`config.mk`:
```
export PLATFORM = sky130hd
export DESIGN_NAME = dpdci_front
export DESIGN_NICKNAME = d
export VERILOG_FILES = /design/src/shared/dpdci_pkg.sv /design/src/shared/dpdci_seg_if.sv /design/src/dpdci_sync.sv /design/src/dpdci_decoder.sv /design/src/dpdci_front.sv
export SDC_FILE = /design/constraint.sdc
export NUM_CORES = 1
export LEC_CHECK = 0
export ABC_CLOCK_PERIOD_IN_PS = 8150
export BUFFER_PORTS_ARGS = -buffer_cell sky130_fd_sc_hd__buf_2
export CAP_MARGIN = 15
export CORE_MARGIN = 2
export CORE_UTILIZATION = 43
export DETAILED_ROUTE_END_ITERATION = 10
export GPL_ROUTABILITY_DRIVEN = 0
export PLACE_DENSITY = 0.7
export SYNTH_ARGS = -nofsm -noshare
export SYNTH_HDL_FRONTEND = slang
export SYNTH_SLANG_ARGS = --single-unit
```
`constraint.sdc`:
```
create_clock -name clk -period 8.15 [get_ports clk]
set_input_delay 1.2225 -clock clk [delete_from_list [all_inputs] [get_ports clk]]
set_output_delay 1.2225 -clock clk [all_outputs]
set_load 0.01 [all_outputs]
```
`src/shared/dpdci_pkg.sv`:
```
// Constants and types shared by the dual port converter front end
package dpdci_pkg;
    localparam int unsigned CODE_W = 10;
    localparam int unsigned MSB_W = 5;
    localparam int unsigned MID_W = 4;
    localparam int unsigned MSB_SEGS = 31;
    localparam int unsigned MID_SEGS = 15;
    localparam int unsigned MSB_POS = 5;
    localparam int unsigned MID_POS = 1;
    localparam int unsigned LSB_POS = 0;
    localparam int unsigned CNT_W = 16;
    localparam int unsigned LOCK_CNT_W = 4;
    localparam logic [CODE_W-1:0] CODE_RST = 10'h000;
    localparam logic [CNT_W-1:0] CNT_RST = 16'h0000;
    localparam logic [CNT_W-1:0] CNT_MAX = 16'hFFFF;
    localparam logic [3:0] RATIO_RST = 4'h1;
    // Matching spans needed before lock is declared
    localparam logic [LOCK_CNT_W-1:0] LOCK_SPANS = 4'h4;
    // Span mismatch in clk cycles still treated as in phase
    localparam logic [CNT_W-1:0] SPAN_TOL = 16'h0001;
    localparam logic [1:0] SEL_RANGE_SELECT_HIGH = 2'h0;
    localparam logic [1:0] SEL_DIV2 = 2'h1;
    localparam logic [1:0] SEL_DIV4 = 2'h2;
    localparam logic [1:0] SEL_DIV8 = 2'h3;
    localparam logic [3:0] RATIO_1 = 4'h1;
    localparam logic [3:0] RATIO_2 = 4'h2;
    localparam logic [3:0] RATIO_4 = 4'h4;
    localparam logic [3:0] RATIO_8 = 4'h8;
    localparam int unsigned SYNC_W = 25;

    typedef enum logic [1:0] {
        DPDCI_LK_OFF = 2'b00,
        DPDCI_LK_ACQ = 2'b01,
        DPDCI_LK_LOCK = 2'b11
    } dpdci_lock_e;
endpackage : dpdci_pkg

```
`src/shared/dpdci_seg_if.sv`:
```
// Carrier between the sample path and the segment decoder
`timescale 1ns/100ps
interface dpdci_seg_if;
    logic [dpdci_pkg::CODE_W-1:0] code;
    logic [dpdci_pkg::MSB_SEGS-1:0] msb_true;
    logic [dpdci_pkg::MSB_SEGS-1:0] msb_comp;
    logic [dpdci_pkg::MID_SEGS-1:0] mid_true;
    logic [dpdci_pkg::MID_SEGS-1:0] mid_comp;
    logic lsb_true;
    logic lsb_comp;

    modport src (
        output code,
        input msb_true,
        input msb_comp,
        input mid_true,
        input mid_comp,
        input lsb_true,
        input lsb_comp
    );
    modport dec (
        input code,
        output msb_true,
        output msb_comp,
        output mid_true,
        output mid_comp,
        output lsb_true,
        output lsb_comp
    );
endinterface : dpdci_seg_if

```
`src/dpdci_sync.sv`:
```
// Two flip-flop synchroniser for pin inputs
`timescale 1ns/100ps
module dpdci_sync #(
    parameter int unsigned W = dpdci_pkg::SYNC_W
) (
    input wire logic clk,
    input wire logic sys_rst,
    input wire logic [W-1:0] din,
    output logic [W-1:0] dout
);
    logic [W-1:0] meta;
    logic [W-1:0] next_meta;
    logic [W-1:0] next_dout;

    always_comb begin
        next_meta = din;
        next_dout = meta;
    end

    always_ff @(posedge clk or posedge sys_rst) begin
        if (sys_rst) begin
            meta <= '0;
            dout <= '0;
        end else begin
            meta <= next_meta;
            dout <= next_dout;
        end
    end
endmodule : dpdci_sync

```
`src/dpdci_decoder.sv`:
```
// Segment decoder: code to thermometer switch controls, registered
`timescale 1ns/100ps
module dpdci_decoder (
    input wire logic clk,
    input wire logic sys_rst,
    dpdci_seg_if.dec seg
);
    logic [dpdci_pkg::MSB_W-1:0] msb_field;
    logic [dpdci_pkg::MID_W-1:0] mid_field;
    logic [dpdci_pkg::MSB_SEGS-1:0] next_msb;
    logic [dpdci_pkg::MID_SEGS-1:0] next_mid;
    logic next_lsb;
    logic [dpdci_pkg::MSB_SEGS-1:0] msb_q;
    logic [dpdci_pkg::MID_SEGS-1:0] mid_q;
    logic lsb_q;

    assign msb_field = seg.code[dpdci_pkg::MSB_POS +: dpdci_pkg::MSB_W];
    assign mid_field = seg.code[dpdci_pkg::MID_POS +: dpdci_pkg::MID_W];

    genvar i;
    generate
        for (i = 0; i < dpdci_pkg::MSB_SEGS; i++) begin : g_msb
            assign next_msb[i] = (msb_field > 5'(i));
        end
        for (i = 0; i < dpdci_pkg::MID_SEGS; i++) begin : g_mid
            assign next_mid[i] = (mid_field > 4'(i));
        end
    endgenerate

    always_comb begin
        next_lsb = seg.code[dpdci_pkg::LSB_POS];
    end

    always_ff @(posedge clk or posedge sys_rst) begin
        if (sys_rst) begin
            msb_q <= '0;
            mid_q <= '0;
            lsb_q <= 1'b0;
        end else begin
            msb_q <= next_msb;
            mid_q <= next_mid;
            lsb_q <= next_lsb;
        end
    end

    // Complement taken from the same flop so a source is never on both or neither side
    assign seg.msb_true = msb_q;
    assign seg.msb_comp = ~msb_q;
    assign seg.mid_true = mid_q;
    assign seg.mid_comp = ~mid_q;
    assign seg.lsb_true = lsb_q;
    assign seg.lsb_comp = ~lsb_q;
endmodule : dpdci_decoder

```
`src/dpdci_front.sv`:
```
// Dual port converter front end: capture, clock multiplier emulation, lock and decode
// Contract
// - With the multiplier supply pin high the block runs in multiplier mode, timing derived from the sample clock.
// - In multiplier mode both ports are captured together on one rising edge of the sample clock.
// - The loop yields two output latch loads per input period, acting as a doubled clock.
// - The range selects choose the prescaler ratio 1, 2, 4 or 8 for codes 00, 01, 10, 11.
// - In multiplier mode the lock indicator comes from the phase comparison and is 1 when locked.
// - The top five code bits drive 31 equal segments in thermometer form.
// - The next four code bits drive 15 equal segments of one sixteenth weight in thermometer form.
// - The lowest code bit drives one binary weighted source directly.
// - Each segment control steers to exactly one of the true and complement outputs.
// - Latches and decoding are simple registered stages that sustain full conversion rate.
// - On each sample clock rise the output latch loads port two, half a period later port one.
// - Codes are straight binary 0 to 1023 and all ones puts current on the true output.
`timescale 1ns/100ps
module dpdci_front (
    input wire logic clk,
    input wire logic sys_rst,
    input wire logic sample_clk,
    input wire logic multiplier_supply_pin,
    input wire logic range_select_low,
    input wire logic range_select_high,
    input wire logic divider_reset,
    input wire logic [dpdci_pkg::CODE_W-1:0] port1_data,
    input wire logic [dpdci_pkg::CODE_W-1:0] port2_data,
    output logic lock_indicator,
    output logic [dpdci_pkg::CODE_W-1:0] output_code,
    output logic [dpdci_pkg::MSB_SEGS-1:0] true_current_output_msb,
    output logic [dpdci_pkg::MSB_SEGS-1:0] complement_current_output_msb,
    output logic [dpdci_pkg::MID_SEGS-1:0] true_current_output_mid,
    output logic [dpdci_pkg::MID_SEGS-1:0] complement_current_output_mid,
    output logic true_current_output_lsb,
    output logic complement_current_output_lsb
);
    // Ratio decode from the two range select levels
    function automatic logic [3:0] dpdci_ratio(input logic [1:0] sel);
        logic [3:0] r;
        r = dpdci_pkg::RATIO_1;
        unique case (sel)
            dpdci_pkg::SEL_RANGE_SELECT_HIGH: r = dpdci_pkg::RATIO_1;
            dpdci_pkg::SEL_DIV2: r = dpdci_pkg::RATIO_2;
            dpdci_pkg::SEL_DIV4: r = dpdci_pkg::RATIO_4;
            dpdci_pkg::SEL_DIV8: r = dpdci_pkg::RATIO_8;
        endcase
        return r;
    endfunction : dpdci_ratio

    logic [dpdci_pkg::SYNC_W-1:0] sync_in;
    logic [dpdci_pkg::SYNC_W-1:0] sync_out;
    logic sclk_s;
    logic mode_s;
    logic [1:0] sel_s;
    logic [dpdci_pkg::CODE_W-1:0] p1_s;
    logic [dpdci_pkg::CODE_W-1:0] p2_s;
    logic rst_pin_s;

    // The divider reset pin is synchronised but has no effect in multiplier mode
    // Words and the sample clock share one synchroniser, so a word and its edge land in the same cycle
    assign sync_in = {
        divider_reset,
        range_select_high,
        range_select_low,
        multiplier_supply_pin,
        sample_clk,
        port2_data,
        port1_data
    };

    dpdci_sync #(.W(dpdci_pkg::SYNC_W)) u_sync (
        .clk(clk),
        .sys_rst(sys_rst),
        .din(sync_in),
        .dout(sync_out)
    );

    assign p1_s = sync_out[9:0];
    assign p2_s = sync_out[19:10];
    assign sclk_s = sync_out[20];
    assign mode_s = sync_out[21];
    assign sel_s = sync_out[23:22];
    localparam int unsigned SYNC_W_TOP = dpdci_pkg::SYNC_W - 1;
    assign rst_pin_s = sync_out[SYNC_W_TOP];

    dpdci_seg_if seg ();

    dpdci_decoder u_dec (
        .clk(clk),
        .sys_rst(sys_rst),
        .seg(seg.dec)
    );

    // Sample clock edge and rise-to-rise period in clk cycles
    logic sclk_d;
    logic rise;
    logic [dpdci_pkg::CNT_W-1:0] cnt;
    logic [dpdci_pkg::CNT_W-1:0] period;
    logic next_sclk_d;
    logic [dpdci_pkg::CNT_W-1:0] next_cnt;
    logic [dpdci_pkg::CNT_W-1:0] next_period;
    logic [dpdci_pkg::CNT_W-1:0] cnt_inc;
    logic [dpdci_pkg::CNT_W-1:0] half_mark;

    // Saturating so a stopped sample clock never wraps into a false short period
    assign rise = sclk_s & ~sclk_d;
    assign cnt_inc = (cnt == dpdci_pkg::CNT_MAX) ? cnt : cnt + 16'h0001;
    // Mid-period load follows the measured period, not the duty cycle of the pin
    assign half_mark = period >> 1;

    always_comb begin
        next_sclk_d = sclk_s;
        next_cnt = cnt_inc;
        next_period = period;
        if (rise) begin
            next_cnt = dpdci_pkg::CNT_RST;
            next_period = cnt_inc;
        end
    end

    always_ff @(posedge clk or posedge sys_rst) begin
        if (sys_rst) begin
            sclk_d <= 1'b0;
            cnt <= dpdci_pkg::CNT_RST;
            period <= dpdci_pkg::CNT_RST;
        end else begin
            sclk_d <= next_sclk_d;
            cnt <= next_cnt;
            period <= next_period;
        end
    end

    // Input latches: both ports on the same detected rise
    logic [dpdci_pkg::CODE_W-1:0] p1_lat;
    logic [dpdci_pkg::CODE_W-1:0] p2_lat;
    logic [dpdci_pkg::CODE_W-1:0] next_p1_lat;
    logic [dpdci_pkg::CODE_W-1:0] next_p2_lat;

    always_comb begin
        next_p1_lat = p1_lat;
        next_p2_lat = p2_lat;
        if (mode_s && rise) begin
            next_p1_lat = p1_s;
            next_p2_lat = p2_s;
        end
    end

    always_ff @(posedge clk or posedge sys_rst) begin
        if (sys_rst) begin
            p1_lat <= dpdci_pkg::CODE_RST;
            p2_lat <= dpdci_pkg::CODE_RST;
        end else begin
            p1_lat <= next_p1_lat;
            p2_lat <= next_p2_lat;
        end
    end

    // Output latch: port two on the rise, port one at mid period
    logic [dpdci_pkg::CODE_W-1:0] out_lat;
    logic half_pend;
    logic [dpdci_pkg::CODE_W-1:0] next_out_lat;
    logic next_half_pend;

    always_comb begin
        next_out_lat = out_lat;
        next_half_pend = half_pend;
        if (!mode_s) begin
            next_half_pend = 1'b0;
        end else if (rise) begin
            next_out_lat = p2_lat;
            next_half_pend = 1'b1;
        end else if (half_pend && cnt_inc >= half_mark) begin
            // Mid-period load, the second update of the doubled clock
            next_out_lat = p1_lat;
            next_half_pend = 1'b0;
        end
    end

    always_ff @(posedge clk or posedge sys_rst) begin
        if (sys_rst) begin
            out_lat <= dpdci_pkg::CODE_RST;
            half_pend <= 1'b0;
        end else begin
            out_lat <= next_out_lat;
            half_pend <= next_half_pend;
        end
    end

    // Lock detection: spans of ratio periods compared edge to edge
    dpdci_pkg::dpdci_lock_e lk_state;
    dpdci_pkg::dpdci_lock_e next_lk_state;
    logic [3:0] pre_cnt;
    logic [3:0] next_pre_cnt;
    logic [dpdci_pkg::CNT_W-1:0] span;
    logic [dpdci_pkg::CNT_W-1:0] next_span;
    logic [dpdci_pkg::CNT_W-1:0] last_span;
    logic [dpdci_pkg::CNT_W-1:0] next_last_span;
    logic [dpdci_pkg::LOCK_CNT_W-1:0] match_cnt;
    logic [dpdci_pkg::LOCK_CNT_W-1:0] next_match_cnt;
    logic [3:0] ratio;
    logic span_end;
    logic in_phase;
    logic [dpdci_pkg::CNT_W-1:0] span_inc;
    logic [dpdci_pkg::CNT_W-1:0] span_diff;

    assign ratio = dpdci_ratio(sel_s);
    assign span_end = rise && (pre_cnt + 4'h1 >= ratio);
    assign span_inc = (span == dpdci_pkg::CNT_MAX) ? span : span + 16'h0001;
    assign span_diff = (span_inc > last_span) ? span_inc - last_span : last_span - span_inc;
    assign in_phase = (last_span != dpdci_pkg::CNT_RST) && (span_diff <= dpdci_pkg::SPAN_TOL);

    always_comb begin
        next_pre_cnt = pre_cnt;
        next_span = span_inc;
        next_last_span = last_span;
        next_match_cnt = match_cnt;
        next_lk_state = lk_state;
        if (rise) begin
            next_pre_cnt = span_end ? 4'h0 : pre_cnt + 4'h1;
        end
        if (span_end) begin
            next_span = dpdci_pkg::CNT_RST;
            next_last_span = span_inc;
        end
        unique case (lk_state)
            dpdci_pkg::DPDCI_LK_OFF: begin
                next_match_cnt = '0;
                if (mode_s) begin
                    next_lk_state = dpdci_pkg::DPDCI_LK_ACQ;
                end
            end
            dpdci_pkg::DPDCI_LK_ACQ: begin
                if (!mode_s) begin
                    next_lk_state = dpdci_pkg::DPDCI_LK_OFF;
                end else if (span_end) begin
                    if (!in_phase) begin
                        next_match_cnt = '0;
                    end else if (match_cnt + 4'h1 >= dpdci_pkg::LOCK_SPANS) begin
                        next_lk_state = dpdci_pkg::DPDCI_LK_LOCK;
                    end else begin
                        next_match_cnt = match_cnt + 4'h1;
                    end
                end
            end
            dpdci_pkg::DPDCI_LK_LOCK: begin
                if (!mode_s) begin
                    next_lk_state = dpdci_pkg::DPDCI_LK_OFF;
                end else if (span_end && !in_phase) begin
                    // One slipped span drops lock and acquisition restarts
                    next_match_cnt = '0;
                    next_lk_state = dpdci_pkg::DPDCI_LK_ACQ;
                end
            end
            default: begin
                next_lk_state = dpdci_pkg::DPDCI_LK_OFF;
            end
        endcase
        if (!mode_s) begin
            next_pre_cnt = 4'h0;
            next_last_span = dpdci_pkg::CNT_RST;
        end
    end

    always_ff @(posedge clk or posedge sys_rst) begin
        if (sys_rst) begin
            lk_state <= dpdci_pkg::DPDCI_LK_OFF;
            pre_cnt <= 4'h0;
            span <= dpdci_pkg::CNT_RST;
            last_span <= dpdci_pkg::CNT_RST;
            match_cnt <= '0;
        end else begin
            lk_state <= next_lk_state;
            pre_cnt <= next_pre_cnt;
            span <= next_span;
            last_span <= next_last_span;
            match_cnt <= next_match_cnt;
        end
    end

    // The pin is a flop of its own so a state decode never glitches onto it
    logic next_lock_indicator;

    always_comb begin
        next_lock_indicator = (next_lk_state == dpdci_pkg::DPDCI_LK_LOCK);
    end

    always_ff @(posedge clk or posedge sys_rst) begin
        if (sys_rst) begin
            lock_indicator <= 1'b0;
        end else begin
            lock_indicator <= next_lock_indicator;
        end
    end

    // Output latch feeds the decoder; one registered stage keeps the path short
    assign seg.code = out_lat;
    assign output_code = out_lat;
    assign true_current_output_msb = seg.msb_true;
    assign complement_current_output_msb = seg.msb_comp;
    assign true_current_output_mid = seg.mid_true;
    assign complement_current_output_mid = seg.mid_comp;
    assign true_current_output_lsb = seg.lsb_true;
    assign complement_current_output_lsb = seg.lsb_comp;

    logic unused_rst_pin;
    assign unused_rst_pin = rst_pin_s;
endmodule : dpdci_front

```
==> results.yml <==
synth:
  ys_async_sr_fraction_pct: 100
  ys_seq_elements: 201
  synth_top_cell_by_area: "dfrtp_1"
  synth_area_um2: 9770
  synth_cell_type_count: 66
  synth_most_common_cell: "dfrtp_1"
  yosysSeqAreaShare_pct: 51.5
  syn_avg_cell_area_um2: 9.88
  synthTopCellsByArea: "dfrtp_1 (51%), ha_1 (6.9%), inv_1 (5.3%), nand2_1 (3.3%), nor2_1 (3.3%)"
  postSynthCellCount: 989
  ys_warn_count: 0
  yosys.area.top_type_share_pct: 51.5
  synth_fp_nets: 1072
  synth-edff-count: 0
  synth_common_cells: "dfrtp_1 (201), inv_1 (138), nand2_1 (85), nor2_1 (85)"
  synth-main-ff-cell: "dfrtp_1"
drt:
  drt_iter0_markers: 390
  drt_first_pass_iters: 6
  routed_wl_mm: 20.6
  ant_nets: 0
  num_vias: 7272
  via_per_inst: 5.15
  drc: 0
  avgRoutedWirePerCell_um: 14.6
sta:
  fin_skew_ns: 0.0155
  fin_crit_ns: 5.82
  worst_hold_slack_ns: 0.343
  finalHoldViolations: 0
  rsz0062_at_grt: "false"
  timing.fmax_mhz: 172
  slew_viol_final: 0
  finalSetupViolations: 0
  finalCritPeriodShare_pct: 71.4
  slew_headroom_pct: 25.3
  worst_pin_slew_ns: 1.12
  finalSetupTns_ns: 0
clock_network:
  clockRootBuffer: "clkbuf_16"
  cts_tree: "done"
  cts_setup_buffers: 0
  numCtsBuffers: 22
  cts_buffer_depth: 3
  insertion_delay_ns: 0.51
  cts.hold.buffers_added: 0
  ctsHtreeMaxLevel: 1
  cts.sinks: 201
  post_cts_resize_count: 0
  clk_pin_slew_ns: 0.06
power:
  clkPwrFrac_pct: 29.0
  p_leak_nw: 5.87
  vdd_drop_max_mv: 0.186
  p_seq_share_pct: 36.1
  combPwrFrac_pct: 34.9
  netSwitchingFraction_pct: 35.7
  net-switching-power_w: 0.00132
  power.internal_w: 0.00237
  power_density_nw_per_um2: 322
hold_path:
  hold_path.class: "reg -> reg"
worst_setup_path:
  required_ns: 8.56
  critPathKind: "reg -> reg"
  crit_top_cell: "nand3_1"
  slowest_stage: "ha_1"
  setup.worst_path.end_class: "flip-flop"
  crit_chain: "and4_1 > nand4_1 > nor2_1 > nand3_1 > or2_2 > nand3_1 > nor2_1 > xnor2_1 > inv_1 > ha_1 > nand3_1 > o211ai_1 > o2bb2ai_1 > o21ai_0 > nor4_1 > o2111ai_1 > or4_1 > a211o_1 > or4_4 > mux2i_1"
  critPathLaunchType: "flip-flop"
  path_max_fanout: 18
  max_stage_delay_ns: 0.60
  critPathArrivalTime_ns: 6.24
flow_run:
  drv_cap: 0
finish:
  stdcell_count: 1411
  drive_above_1_share_pct: 18.0
  design_area_um2: 11500
  final_core_util_pct: 51.0
  nets: 1195
  antennaDiodeCount: 0
  area_growth_pct: 17.5
die:
  num_rows: 55
  design.die.area_um2: 23900
  initial_core_util_pct: 43.4
  io_pins: 132
  die_height_um: 155
  core_um2: 22500
  die_w_um: 155
global_route:
  first_global_vias: 7061
  track_usage_pct: 17.2
  grt_pass1_wl_mm: 34.1
  grt_max_degree: 121
  grt_overflow_total: 0
  antenna_found_initial: 0
placement:
  place_area_um2: 10700
  hpwlAfterDp_mm: 14.6
  io_buffer_count: 130
  placed_cells: 1373
run_status:
  status: "finished clean"
[metal layers]
| metal | routed length, µm | vias up | track usage [%] |
|---|---|---|---|
| met5 | 0 | - | 0 |
| met4 | 591 | 0 | 5.78 |
| met3 | 761 | 48 | 1.88 |
| met2 | 9730 | 166 | 28.1 |
| met1 | 9530 | 3502 | 24.0 |
| li1 | - | 3556 | - |
[worst max-delay path: cells and delay by family, from the launching register on]
| family | cells | cell delay (ns) |
|---|---|---|
| AND/OR/NAND/NOR | 11 | 3.03 |
| AO/OA/AOI/OAI | 5 | 1.11 |
| adder cells (fa/ha/maj) | 1 | 0.60 |
| flip-flops | 1 | 0.42 |
| XOR/XNOR | 1 | 0.33 |
| multiplexers | 1 | 0.16 |
| buffers and inverters | 1 | 0.08 |
[path summary, 6_finish.rpt]
kind | cells after the start | endpoint | start | slack, ns
hold reg to reg | 0 | u_sync.dout[11] | u_sync.meta[11] | 0.34
hold / removal | 0 | u_sync.dout[11] | u_sync.meta[11] | 0.34
setup / recovery | 20 | match_cnt[0] | span[2] | 2.33
setup reg to reg | 20 | match_cnt[0] | span[2] | 2.33
min in group asynchronous | 2 | u_dec.seg.msb_true[15] | sys_rst | 0.86
max in group asynchronous | 3 | u_sync.meta[10] | sys_rst | 5.74
[cells by family after synthesis]
family	count (synthesis)	synth area share (%)
simple gates	296	14.8
buf+inv	173	6.86
flops	201	51.5
compound gates	196	12.9
mux	31	3.43
fa+ha+maj	56	7.32
xor+xnor	36	3.23
[power by group through the flow]
stage,Sequential [W],Combinational (W),Clock (W)
after floorplan,0.00135,0.000827,0
after global placement,0.00134,0.00126,0
after detailed placement,0.00135,0.00128,0
after CTS,0.00133,0.00129,0.00109
after global routing,0.00135,0.00145,0.00114
final,0.00133,0.00129,0.00107
[final cells by class]
| cell class | instances | area [µm²] |
|---|---|---|
| repair buffers | 134 | 681 |
| well taps | 285 | 357 |
| clock inverters | 10 | 188 |
| fillers | 1981 | 11000 |
| inverters | 138 | 526 |
| clock buffers | 28 | 623 |
| multi-input cells | 615 | 4070 |
| flip-flops and latches | 201 | 5030 |
[layout by cell type, fill, tap and decap left out, types with 14 or more instances in the layout]
master	netlist	routed
ha_1	54	54
mux2_2	20	20
o22ai_1	14	14
clkbuf_16	0	22
buf_2	5	130
nand3_1	29	29
nand2_1	85	85
dfrtp_1	201	201
xor2_1	17	17
xnor2_1	19	19
inv_1	138	137
o21ai_0	54	54
a21oi_1	50	50
nor2_1	85	84
[per-stage QoR]
step                setup slack [ns]  power (W)
detailed placement              2.53    0.00263
finish                          2.33    0.00369
global route                    1.90    0.00394
floorplan                       1.45    0.00218
CTS                             2.46    0.00371
global placement                2.59    0.00260
[registers in the layout, indices dropped and copies added, names as in the netlist]
signal	cells
cnt	16
u_sync.meta	24
sclk_d	1
span	16
lk_state	2
match_cnt	4
u_dec.seg.mid_true	15
half_pend	1
p1_lat	10
output_code	10
u_dec.seg.msb_true	31
u_sync.dout	24
p2_lat	10
pre_cnt	4
lock_indicator	1
period	15
last_span	16
u_dec.seg.lsb_true	1
(Power assumes the default switching activity.)
